File: src/core/vpf_pkg.sv
package vpf_pkg;
  localparam logic [3:0] ADR_STATUS = 4'h2;
  localparam logic [3:0] ADR_AUDIO_CTRL = 4'ha;
  localparam logic [3:0] ADR_SPEED = 4'hb;
  localparam logic [3:0] ADR_ROLE_A = 4'hc;
  localparam logic [3:0] ADR_ROLE_B = 4'hd;
  localparam logic [3:0] ADR_IRQ_STAT = 4'he;
  localparam logic [3:0] ADR_IRQ_MASK = 4'hf;
  localparam logic [3:0] ROLE_A_RST = 4'h0;
  localparam logic [3:0] ROLE_B_RST = 4'h0;
  localparam logic [3:0] AUDIO_CTRL_RST = 4'h0;
  localparam logic [3:0] SPEED_RST = 4'h0;
  localparam logic [2:0] IRQ_RST = 3'h0;
  localparam int RA_OFFTRACK_BIT = 0;
  localparam int RA_LEVEL_MODE_BIT = 1;
  localparam int RA_LEVEL_BIT = 2;
  localparam int AC_FLAG_EMBED_BIT = 3;
  localparam int SP_DOUBLE_BIT = 0;
  localparam int ST_INPUT_A_BIT = 0;
  localparam int ST_INPUT_B_BIT = 1;
  localparam int ST_TSYNC_BIT = 2;
  localparam int IRQ_FRAME_BIT = 0;
  localparam int IRQ_C1_FAIL_BIT = 1;
  localparam int IRQ_C2_FAIL_BIT = 2;
  localparam logic [1:0] ERR_UNCORRECTABLE = 2'h3;
  localparam int FLAG_BITS = 7;
  localparam int SUBFRAME_FLAG_BIT = 4;
  localparam int CLK_HZ = 50000000;
  localparam int FRAME_HZ = 7350;
  localparam int BIT_CYCLES = CLK_HZ / (FRAME_HZ * 8);
  localparam logic [9:0] BIT_CNT_MAX = 10'(BIT_CYCLES - 1);
endpackage

File: src/core/vpf_top.sv
`timescale 1ns/100ps
`default_nettype none
module vpf_top (
  input wire logic i_clk, // 50 MHz
  input wire logic i_reset_n, // Sync reset
  input wire logic [3:0] i_wb_adr, // Word address
  input wire logic [31:0] i_wb_dat, // Write data
  output logic [31:0] o_wb_dat, // Read data
  input wire logic i_wb_we, // Write
  input wire logic [3:0] i_wb_sel, // Byte lanes
  input wire logic i_wb_cyc, // Cycle
  input wire logic i_wb_stb, // Strobe
  output logic o_wb_ack, // Ack
  output logic o_irq, // Level interrupt
  input wire logic i_offtrack_or_gp_input, // Pin one
  input wire logic i_general_input_b, // Pin two
  output logic o_offtrack, // Off-track to servo
  input wire logic i_right_silence_200ms, // Right silence held 200 ms
  input wire logic i_subcode_qw, // Q-to-W subcode
  input wire logic i_deemph, // De-emphasis active
  input wire logic i_motor_c, // Extra motor line 1
  input wire logic i_motor_d, // Extra motor line 2
  input wire logic i_fifo_subcode_sync, // Subcode sync after FIFO
  input wire logic i_frame_strobe, // Frame start, one cycle
  input wire logic [1:0] i_first_correction_stage, // C1 result
  input wire logic [1:0] i_second_correction_stage, // C2 result
  input wire logic i_conceal_hold, // Hold seen
  input wire logic i_conceal_interp, // Interpolation seen
  input wire logic i_subframe_bit4, // Audio subframe bit 4 in
  output logic o_subframe_bit4, // Audio subframe bit 4 out
  output logic o_right_kill_or_level_out, // Pin three output
  output logic o_right_kill_or_level_out_oe, // Pin three drive enable
  output logic o_subcode_or_motor_out_a, // Pin four
  output logic o_deemph_or_motor_out_b, // Pin five
  output logic o_error_flag_serial_out, // Flag pin output level
  output logic o_error_flag_serial_out_oe, // Flag pin drive enable
  output logic o_double_speed // Double speed select
);
  logic [3:0] role_a_ff, nxt_role_a;
  logic [3:0] role_b_ff, nxt_role_b;
  logic [3:0] audio_ctrl_ff, nxt_audio_ctrl;
  logic [3:0] speed_ff, nxt_speed;
  logic [2:0] irq_stat_ff, nxt_irq_stat;
  logic [2:0] irq_mask_ff, nxt_irq_mask;
  logic ack_ff, nxt_ack;
  logic [31:0] rdat_ff, nxt_rdat;
  logic [6:0] word_ff, nxt_word;
  logic [6:0] shift_ff, nxt_shift;
  logic [2:0] bit_idx_ff, nxt_bit_idx;
  logic [9:0] bit_cnt_ff, nxt_bit_cnt;
  logic tsync_ff, nxt_tsync;
  logic flag_ff, nxt_flag;
  logic req;
  logic wr;
  logic [2:0] events;

  assign req = i_wb_cyc && i_wb_stb && !ack_ff;
  assign wr = req && i_wb_we && i_wb_sel[0];

  always_comb
  begin
    events = '0;
    events[vpf_pkg::IRQ_FRAME_BIT] = i_frame_strobe;
    events[vpf_pkg::IRQ_C1_FAIL_BIT] = i_frame_strobe
      && (i_first_correction_stage == vpf_pkg::ERR_UNCORRECTABLE);
    events[vpf_pkg::IRQ_C2_FAIL_BIT] = i_frame_strobe
      && (i_second_correction_stage == vpf_pkg::ERR_UNCORRECTABLE);
  end

  // Register file and bus answer
  always_comb
  begin
    nxt_role_a = role_a_ff;
    nxt_role_b = role_b_ff;
    nxt_audio_ctrl = audio_ctrl_ff;
    nxt_speed = speed_ff;
    nxt_irq_mask = irq_mask_ff;
    nxt_irq_stat = irq_stat_ff;
    nxt_ack = req;
    nxt_rdat = '0;
    if (wr)
    begin
      unique case (i_wb_adr)
        vpf_pkg::ADR_ROLE_A: nxt_role_a = i_wb_dat[3:0];
        vpf_pkg::ADR_ROLE_B: nxt_role_b = i_wb_dat[3:0];
        vpf_pkg::ADR_AUDIO_CTRL: nxt_audio_ctrl = i_wb_dat[3:0];
        vpf_pkg::ADR_SPEED: nxt_speed = i_wb_dat[3:0];
        vpf_pkg::ADR_IRQ_MASK: nxt_irq_mask = i_wb_dat[2:0];
        default: nxt_irq_mask = irq_mask_ff;
      endcase
    end
    if (req && !i_wb_we)
    begin
      unique case (i_wb_adr)
        vpf_pkg::ADR_STATUS:
        begin
          nxt_rdat[vpf_pkg::ST_INPUT_A_BIT] = i_offtrack_or_gp_input;
          nxt_rdat[vpf_pkg::ST_INPUT_B_BIT] = i_general_input_b;
          nxt_rdat[vpf_pkg::ST_TSYNC_BIT] = tsync_ff;
        end
        vpf_pkg::ADR_AUDIO_CTRL: nxt_rdat[3:0] = audio_ctrl_ff;
        vpf_pkg::ADR_SPEED: nxt_rdat[3:0] = speed_ff;
        vpf_pkg::ADR_IRQ_STAT:
        begin
          nxt_rdat[2:0] = irq_stat_ff;
          nxt_irq_stat = '0;
        end
        vpf_pkg::ADR_IRQ_MASK: nxt_rdat[2:0] = irq_mask_ff;
        default: nxt_rdat = '0;
      endcase
    end
    // Set wins over read-clear
    nxt_irq_stat = nxt_irq_stat | events;
  end

  always_ff @(posedge i_clk)
  begin
    if (!i_reset_n)
    begin
      role_a_ff <= vpf_pkg::ROLE_A_RST;
      role_b_ff <= vpf_pkg::ROLE_B_RST;
      audio_ctrl_ff <= vpf_pkg::AUDIO_CTRL_RST;
      speed_ff <= vpf_pkg::SPEED_RST;
      irq_stat_ff <= vpf_pkg::IRQ_RST;
      irq_mask_ff <= vpf_pkg::IRQ_RST;
      ack_ff <= 1'b0;
      rdat_ff <= '0;
    end
    else
    begin
      role_a_ff <= nxt_role_a;
      role_b_ff <= nxt_role_b;
      audio_ctrl_ff <= nxt_audio_ctrl;
      speed_ff <= nxt_speed;
      irq_stat_ff <= nxt_irq_stat;
      irq_mask_ff <= nxt_irq_mask;
      ack_ff <= nxt_ack;
      rdat_ff <= nxt_rdat;
    end
  end

  // Flag word capture and serialiser
  always_comb
  begin
    nxt_word = word_ff;
    nxt_shift = shift_ff;
    nxt_bit_idx = bit_idx_ff;
    nxt_bit_cnt = bit_cnt_ff;
    nxt_tsync = i_fifo_subcode_sync ? 1'b1 : (i_frame_strobe ? 1'b0 : tsync_ff);
    nxt_flag = flag_ff;
    if (i_frame_strobe)
    begin
      nxt_word = {i_fifo_subcode_sync | tsync_ff,
                  i_first_correction_stage,
                  i_second_correction_stage,
                  i_conceal_hold, i_conceal_interp};
      nxt_shift = nxt_word;
      nxt_bit_idx = 3'h0;
      nxt_bit_cnt = '0;
      nxt_flag = nxt_word[vpf_pkg::FLAG_BITS - 1];
    end
    else if (bit_cnt_ff == vpf_pkg::BIT_CNT_MAX)
    begin
      nxt_bit_cnt = '0;
      if (bit_idx_ff != 3'(vpf_pkg::FLAG_BITS - 1))
      begin
        nxt_bit_idx = bit_idx_ff + 3'h1;
        nxt_shift = {shift_ff[5:0], 1'b0};
        nxt_flag = shift_ff[5];
      end
      else
      begin
        nxt_flag = 1'b1;
      end
    end
    else
    begin
      nxt_bit_cnt = bit_cnt_ff + 10'h1;
    end
  end

  always_ff @(posedge i_clk)
  begin
    if (!i_reset_n)
    begin
      word_ff <= '0;
      shift_ff <= '0;
      // Start idle on the last bit so the pin stays released until the first strobe
      bit_idx_ff <= 3'(vpf_pkg::FLAG_BITS - 1);
      bit_cnt_ff <= '0;
      tsync_ff <= 1'b0;
      flag_ff <= 1'b1;
    end
    else
    begin
      word_ff <= nxt_word;
      shift_ff <= nxt_shift;
      bit_idx_ff <= nxt_bit_idx;
      bit_cnt_ff <= nxt_bit_cnt;
      tsync_ff <= nxt_tsync;
      flag_ff <= nxt_flag;
    end
  end

  // Pin roles
  always_comb
  begin
    o_offtrack = role_a_ff[vpf_pkg::RA_OFFTRACK_BIT] & i_offtrack_or_gp_input;
    if (!role_a_ff[vpf_pkg::RA_LEVEL_MODE_BIT])
    begin
      o_right_kill_or_level_out = 1'b0;
      o_right_kill_or_level_out_oe = i_right_silence_200ms;
    end
    else
    begin
      o_right_kill_or_level_out = role_a_ff[vpf_pkg::RA_LEVEL_BIT];
      o_right_kill_or_level_out_oe = !role_a_ff[vpf_pkg::RA_LEVEL_BIT];
    end
    if (role_b_ff == 4'h0)
    begin
      o_subcode_or_motor_out_a = i_motor_c;
      o_deemph_or_motor_out_b = i_motor_d;
    end
    else
    begin
      unique case (role_b_ff[1:0])
        2'h1: o_subcode_or_motor_out_a = i_subcode_qw;
        2'h2: o_subcode_or_motor_out_a = 1'b0;
        2'h3: o_subcode_or_motor_out_a = 1'b1;
        default: o_subcode_or_motor_out_a = 1'b0;
      endcase
      unique case (role_b_ff[3:2])
        2'h1: o_deemph_or_motor_out_b = i_deemph;
        2'h2: o_deemph_or_motor_out_b = 1'b0;
        2'h3: o_deemph_or_motor_out_b = 1'b1;
        default: o_deemph_or_motor_out_b = 1'b0;
      endcase
    end
  end

  assign o_error_flag_serial_out = 1'b0;
  assign o_error_flag_serial_out_oe = !flag_ff;
  assign o_subframe_bit4 = audio_ctrl_ff[vpf_pkg::AC_FLAG_EMBED_BIT] ? flag_ff
    : i_subframe_bit4;
  assign o_double_speed = speed_ff[vpf_pkg::SP_DOUBLE_BIT];
  assign o_irq = |(irq_stat_ff & irq_mask_ff);
  assign o_wb_ack = ack_ff;
  assign o_wb_dat = rdat_ff;
endmodule
`default_nettype wire

File: config.mk
export PLATFORM = sky130hd
export DESIGN_NAME = vpf_top
export DESIGN_NICKNAME = d
export VERILOG_FILES = /design/src/core/vpf_pkg.sv /design/src/core/vpf_top.sv
export SDC_FILE = /design/constraint.sdc
export NUM_CORES = 1
export LEC_CHECK = 0
export BUFFER_PORTS_ARGS = -buffer_cell sky130_fd_sc_hd__buf_2
export CAP_MARGIN = 5
export CORE_MARGIN = 8
export CORE_UTILIZATION = 51
export CTS_CLUSTER_DIAMETER = 40
export DETAILED_ROUTE_END_ITERATION = 6
export PLACE_DENSITY = 0.85
export SLEW_MARGIN = 0
export SYNTH_ARGS = -nofsm -noshare
export SYNTH_HDL_FRONTEND = slang
export SYNTH_SLANG_ARGS = --single-unit
File: constraint.sdc
create_clock -name i_clk -period 5.6 [get_ports i_clk]
set_clock_uncertainty 0.2 [all_clocks]
set_input_delay 0.28 -clock i_clk [delete_from_list [all_inputs] [get_ports i_clk]]
set_output_delay 0.28 -clock i_clk [all_outputs]
set_load 0.02 [all_outputs]
==> impl_summary.md <==
Outcome
The run finished with clean final reports.

Global routing
The number of antenna violations at the first check in global routing is 0. The via count of the first global-routing pass is 1,800. After global routing the overflow that remains totals 0. The global routing usage summed across all routing layers is 14.0%. The first-pass GRT wire length is 8.25 mm. Entering global routing, the biggest net connects 39 pins.

Die
The die is 84.4 um wide. 104 I/O pins were placed. The overall die height is 84.4 um. The area of the die is 7120 sq um. The floorplan step defined a core boundary enclosing 4630 sq um.

The floorplan has 25 rows. Once the floorplan was initialized, standard cells occupied 51.5% of the core.

Detailed routing
For this run, design rule violations remaining after detail routing come to 0. The average wire per cell in the routed design is 14.0 um. The final routed wirelength across all metal layers is 5.01 mm. In this run, the number of DRC markers left after iteration 0 of detailed routing was 157.

After detailed routing, the number of vias per cell comes to 5.24. The number of nets with antenna violations after routing is 0. Summing over every cut layer, the via total after detailed routing is 1,881. The first TritonRoute pass finished after 4 iterations.

Power
The net switching power figure is 0.162 mW. The relative contribution of the clock network to total power is 32.9%. Of the total power, the share spent switching nets is 26.0%. Sequential cells account for 55.6% of the total power. The highest ir drop seen on vdd is 0.000169 V. The static leakage power is 1.06 nW. Combinational cells account for 11.5% of the total power. After layout, the design draws a total of 0.624 mW. The internal portion of the total power is 0.462 mW. Dividing total power by cell area gives a power density of 238 nW/um^2.

Clock network
The clock net in this run drives a total of 47 sinks. The clock passes through at most 2 buffers. The H-tree was split into 2 levels. After clock tree synthesis, the clock-pin slew on the worst setup and hold paths is 0.08 ns. The insertion delay to the later sink of the worst-skew pair is 0.30 ns. The clock root buffer is sky130_fd_sc_hd__clkbuf_8. The CTS tree is yes.

The total CTS buffers is 5.

Logic synthesis
After technology mapping, the gate count stands at 263. The top cell type by total area after synthesis is sky130_fd_sc_hd__dfxtp_1. In this run, synthesis produced a sequential element count of 47. Sorting the synthesized cells by area gives the leading types as sky130_fd_sc_hd__dfxtp_1 39%, sky130_fd_sc_hd__buf_4 9.4%, sky130_fd_sc_hd__mux2i_1 8.0%. The share of the Yosys chip area taken by registers is 39.5%. The netlist area before placement is 2380 sq um. The top cell type's share of synthesized area is 39.5%. The synthesized area per cell is 9.07 sq um. Counting distinct cell types in the post-synthesis netlist gives 41. The count of warnings emitted by yosys is 0.

Hold path
The endpoint of the worst hold path is tsync_ff. The type of the worst min-delay path is in -> reg. The worst hold path passes through 3 cells. The launch instance of the worst min-delay path is i_fifo_subcode_sync.

Timing
The transition time at the pin with the least slew margin is 0.610 ns. The worst relative slew slack is 59.0%. Setup repair after global routing left no endpoint under its margin. The final hold violation count is 0. After layout, the minimum clock period comes to 2.12 ns. Setup violations remaining at the end of the flow were counted as 0. Derived from the worst setup path, the maximum achievable clock frequency is 471 MHz. The share of the clock period used by the worst path after layout is 37.9%. Summed over all failing endpoints, the final setup total negative slack is 0 ns. The count of final max-slew check failures is 0.

Setup path
The critical path startpoint category is a primary input. Measured in cells, the most critical reg-to-reg path has a length of 4. The biggest fanout along the worst timing path is 4. The setup check on the worst reg-to-reg path leaves a slack of 3.55 ns. For the worst setup path, the data required time is 5.62 ns. The worst setup path is captured at a flip-flop.

The critical path is of the in -> reg type. In this run the critical register-to-register path is launched from bit_cnt_ff[2]. The terminus of the critical flop-to-flop path is flag_ff. Data arrives at the worst endpoint at 2.15 ns.

Placement
The number of port buffers is 43. The total half-perimeter wirelength after legalization and detailed placement is 3.77 mm. Routability-driven placement finished with a final weighted congestion of 0.820.

Finish
The total number of nets in the final design is 368. The share of final-layout standard cells stronger than drive strength 1 is 20.3%. The repair_antennas step left the layout with diodes totalling 0. From synthesis to final layout, the design area changed by 9.76%.

Flow run
The max-cap violation count is 0.
==> power by group through the flow <==
stage               sequential (mW)  clock (mW)  combinational (mW)
floorplan                     0.353           0              0.0653
global placement              0.354           0              0.0691
detailed placement            0.354           0              0.0700
CTS                           0.346       0.209              0.0708
global route                  0.347       0.220              0.0788
finish                        0.347       0.205              0.0718
==> registers in the layout, summed over array words and instances, names as in the netlist <==
name           count
bit_idx_ff         3
shift_ff           6
o_wb_dat           4
tsync_ff           1
role_b_ff          4
o_wb_ack           1
audio_ctrl_ff      4
speed_ff           4
irq_mask_ff        3
role_a_ff          3
flag_ff            1
bit_cnt_ff        10
irq_stat_ff        3
==> worst max-delay path: stages <==
cell and delay [ns]:
sky130_fd_sc_hd__dlygate4sd3_1 0.52, sky130_fd_sc_hd__buf_2 0.13, sky130_fd_sc_hd__nand2_1 0.16, sky130_fd_sc_hd__nor4_1 0.44, sky130_fd_sc_hd__nor2b_1 0.38, sky130_fd_sc_hd__mux2i_1 0.24
==> worst max-delay path by stage <==
stage                  startpoint  slack, ns            end  cells past startpoint
finish                    i_wb_we       3.48   role_a_ff[1]                      6
global placement    bit_cnt_ff[2]       3.61        flag_ff                      4
floorplan           bit_cnt_ff[2]       3.78  bit_idx_ff[0]                      4
global route              i_wb_we       3.33   role_a_ff[2]                      6
CTS                       i_wb_we       3.51   role_a_ff[1]                      6
detailed placement  bit_cnt_ff[2]       3.59        flag_ff                      4
==> Yosys cell counts <==
cell type and instances:
sky130_fd_sc_hd__nand3b_1 2, sky130_fd_sc_hd__clkbuf_1 6, sky130_fd_sc_hd__nor4b_4 1, sky130_fd_sc_hd__and3b_1 1
sky130_fd_sc_hd__ha_1 2, sky130_fd_sc_hd__nor3b_2 2, sky130_fd_sc_hd__a31oi_1 2, sky130_fd_sc_hd__nor4_4 1
sky130_fd_sc_hd__nor2_1 23, sky130_fd_sc_hd__buf_4 30, sky130_fd_sc_hd__and4b_1 1, sky130_fd_sc_hd__or3_1 2
sky130_fd_sc_hd__nand4_1 1, sky130_fd_sc_hd__nor2b_1 17, sky130_fd_sc_hd__nor3_1 7, sky130_fd_sc_hd__a22oi_1 6
sky130_fd_sc_hd__a21oi_1 8, sky130_fd_sc_hd__a32oi_1 3, sky130_fd_sc_hd__and2_1 3, sky130_fd_sc_hd__nand3_1 5
sky130_fd_sc_hd__a21boi_0 1, sky130_fd_sc_hd__a222oi_1 1, sky130_fd_sc_hd__nor4_1 3, sky130_fd_sc_hd__nand2b_1 1
sky130_fd_sc_hd__xnor2_1 7, sky130_fd_sc_hd__mux2_2 5, sky130_fd_sc_hd__conb_1 1, sky130_fd_sc_hd__or3_4 1
sky130_fd_sc_hd__inv_1 10, sky130_fd_sc_hd__buf_2 1, sky130_fd_sc_hd__nand2_1 20, sky130_fd_sc_hd__o21ai_0 8
sky130_fd_sc_hd__a211oi_1 5, sky130_fd_sc_hd__mux2i_1 19, sky130_fd_sc_hd__or4_1 1, sky130_fd_sc_hd__nor4_2 1
sky130_fd_sc_hd__and3_1 2, sky130_fd_sc_hd__dfxtp_1 47, sky130_fd_sc_hd__xor2_1 3, sky130_fd_sc_hd__nand4b_1 2
sky130_fd_sc_hd__o311ai_2 1
==> final cells by class <==
type | instances | area [sq um]
clock inverters | 1 | 5.00
clock buffers | 6 | 82.6
flip-flops and latches | 47 | 941
inverters | 10 | 37.5
well taps | 54 | 67.6
repair buffers | 44 | 225
fillers | 426 | 2010
multi-input cells | 197 | 1260
==> logic make-up after synthesis <==
kind of cell               count (synthesis)  share of synthesized area (%)
AOI/OAI and AO/OA                         35                           9.86
xor gates and xnor gates                  10                           3.67
adders and majority gates                  2                           1.05
buffers and inverters                     47                           12.2
DFF                                       47                           39.5
muxes                                     24                           10.3
other                                      1                          0.157
and+or+nand+nor                           97                           23.3
==> routing by layer <==
metal / routed length (um) / track usage [%]
met1: 2250 / 16.8
met2: 2290 / 22.4
met3: 409 / 4.20
met4: 68 / 6.31
met5: 0 / 0
==> through the flow <==
stage | area (sq um) | setup slack (ns) | util, % | hold WS (ns) | instances
2_1_floorplan | 2490 | 3.78 | - | 0.159 | 291
3_3_place_gp | 2520 | 3.61 | 54.4 | 0.248 | 351
3_5_place_dp | 2520 | 3.59 | 54.4 | 0.252 | 351
4_1_cts | 2620 | 3.51 | 56.5 | 0.0332 | 359
5_1_grt | 2620 | 3.33 | 56.5 | 0.0440 | 359
6_report | 2620 | 3.48 | 56.5 | 0.0322 | 359
==> cell usage in the layout, fill, tap and decap left out, drive strengths merged, types with 2 or more instances in the layout <==
cell type	count
mux2	5
a32oi	3
mux2i	19
conb	29
o21ai	8
xor2	3
nand4b	2
dfxtp	47
nor2	23
nor3b	2
and3	2
a211oi	5
a31oi	2
nand2	20
a21oi	8
clkbuf	6
nor3	7
ha	2
or3	3
a22oi	6
nand3b	2
nor2b	17
inv	10
buf	43
xnor2	7
nor4	5
nand3	5
and2	3
==> repair_timing <==
action / 4_1_cts / 5_1_grt
setup endpoints to repair: 0 / 0
buffers inserted: 0 / 0
hold buffers: 1 / 0
resized for setup: 0 / 0
hold endpoints to repair: 1 / 0
(Power assumes the default switching activity.)
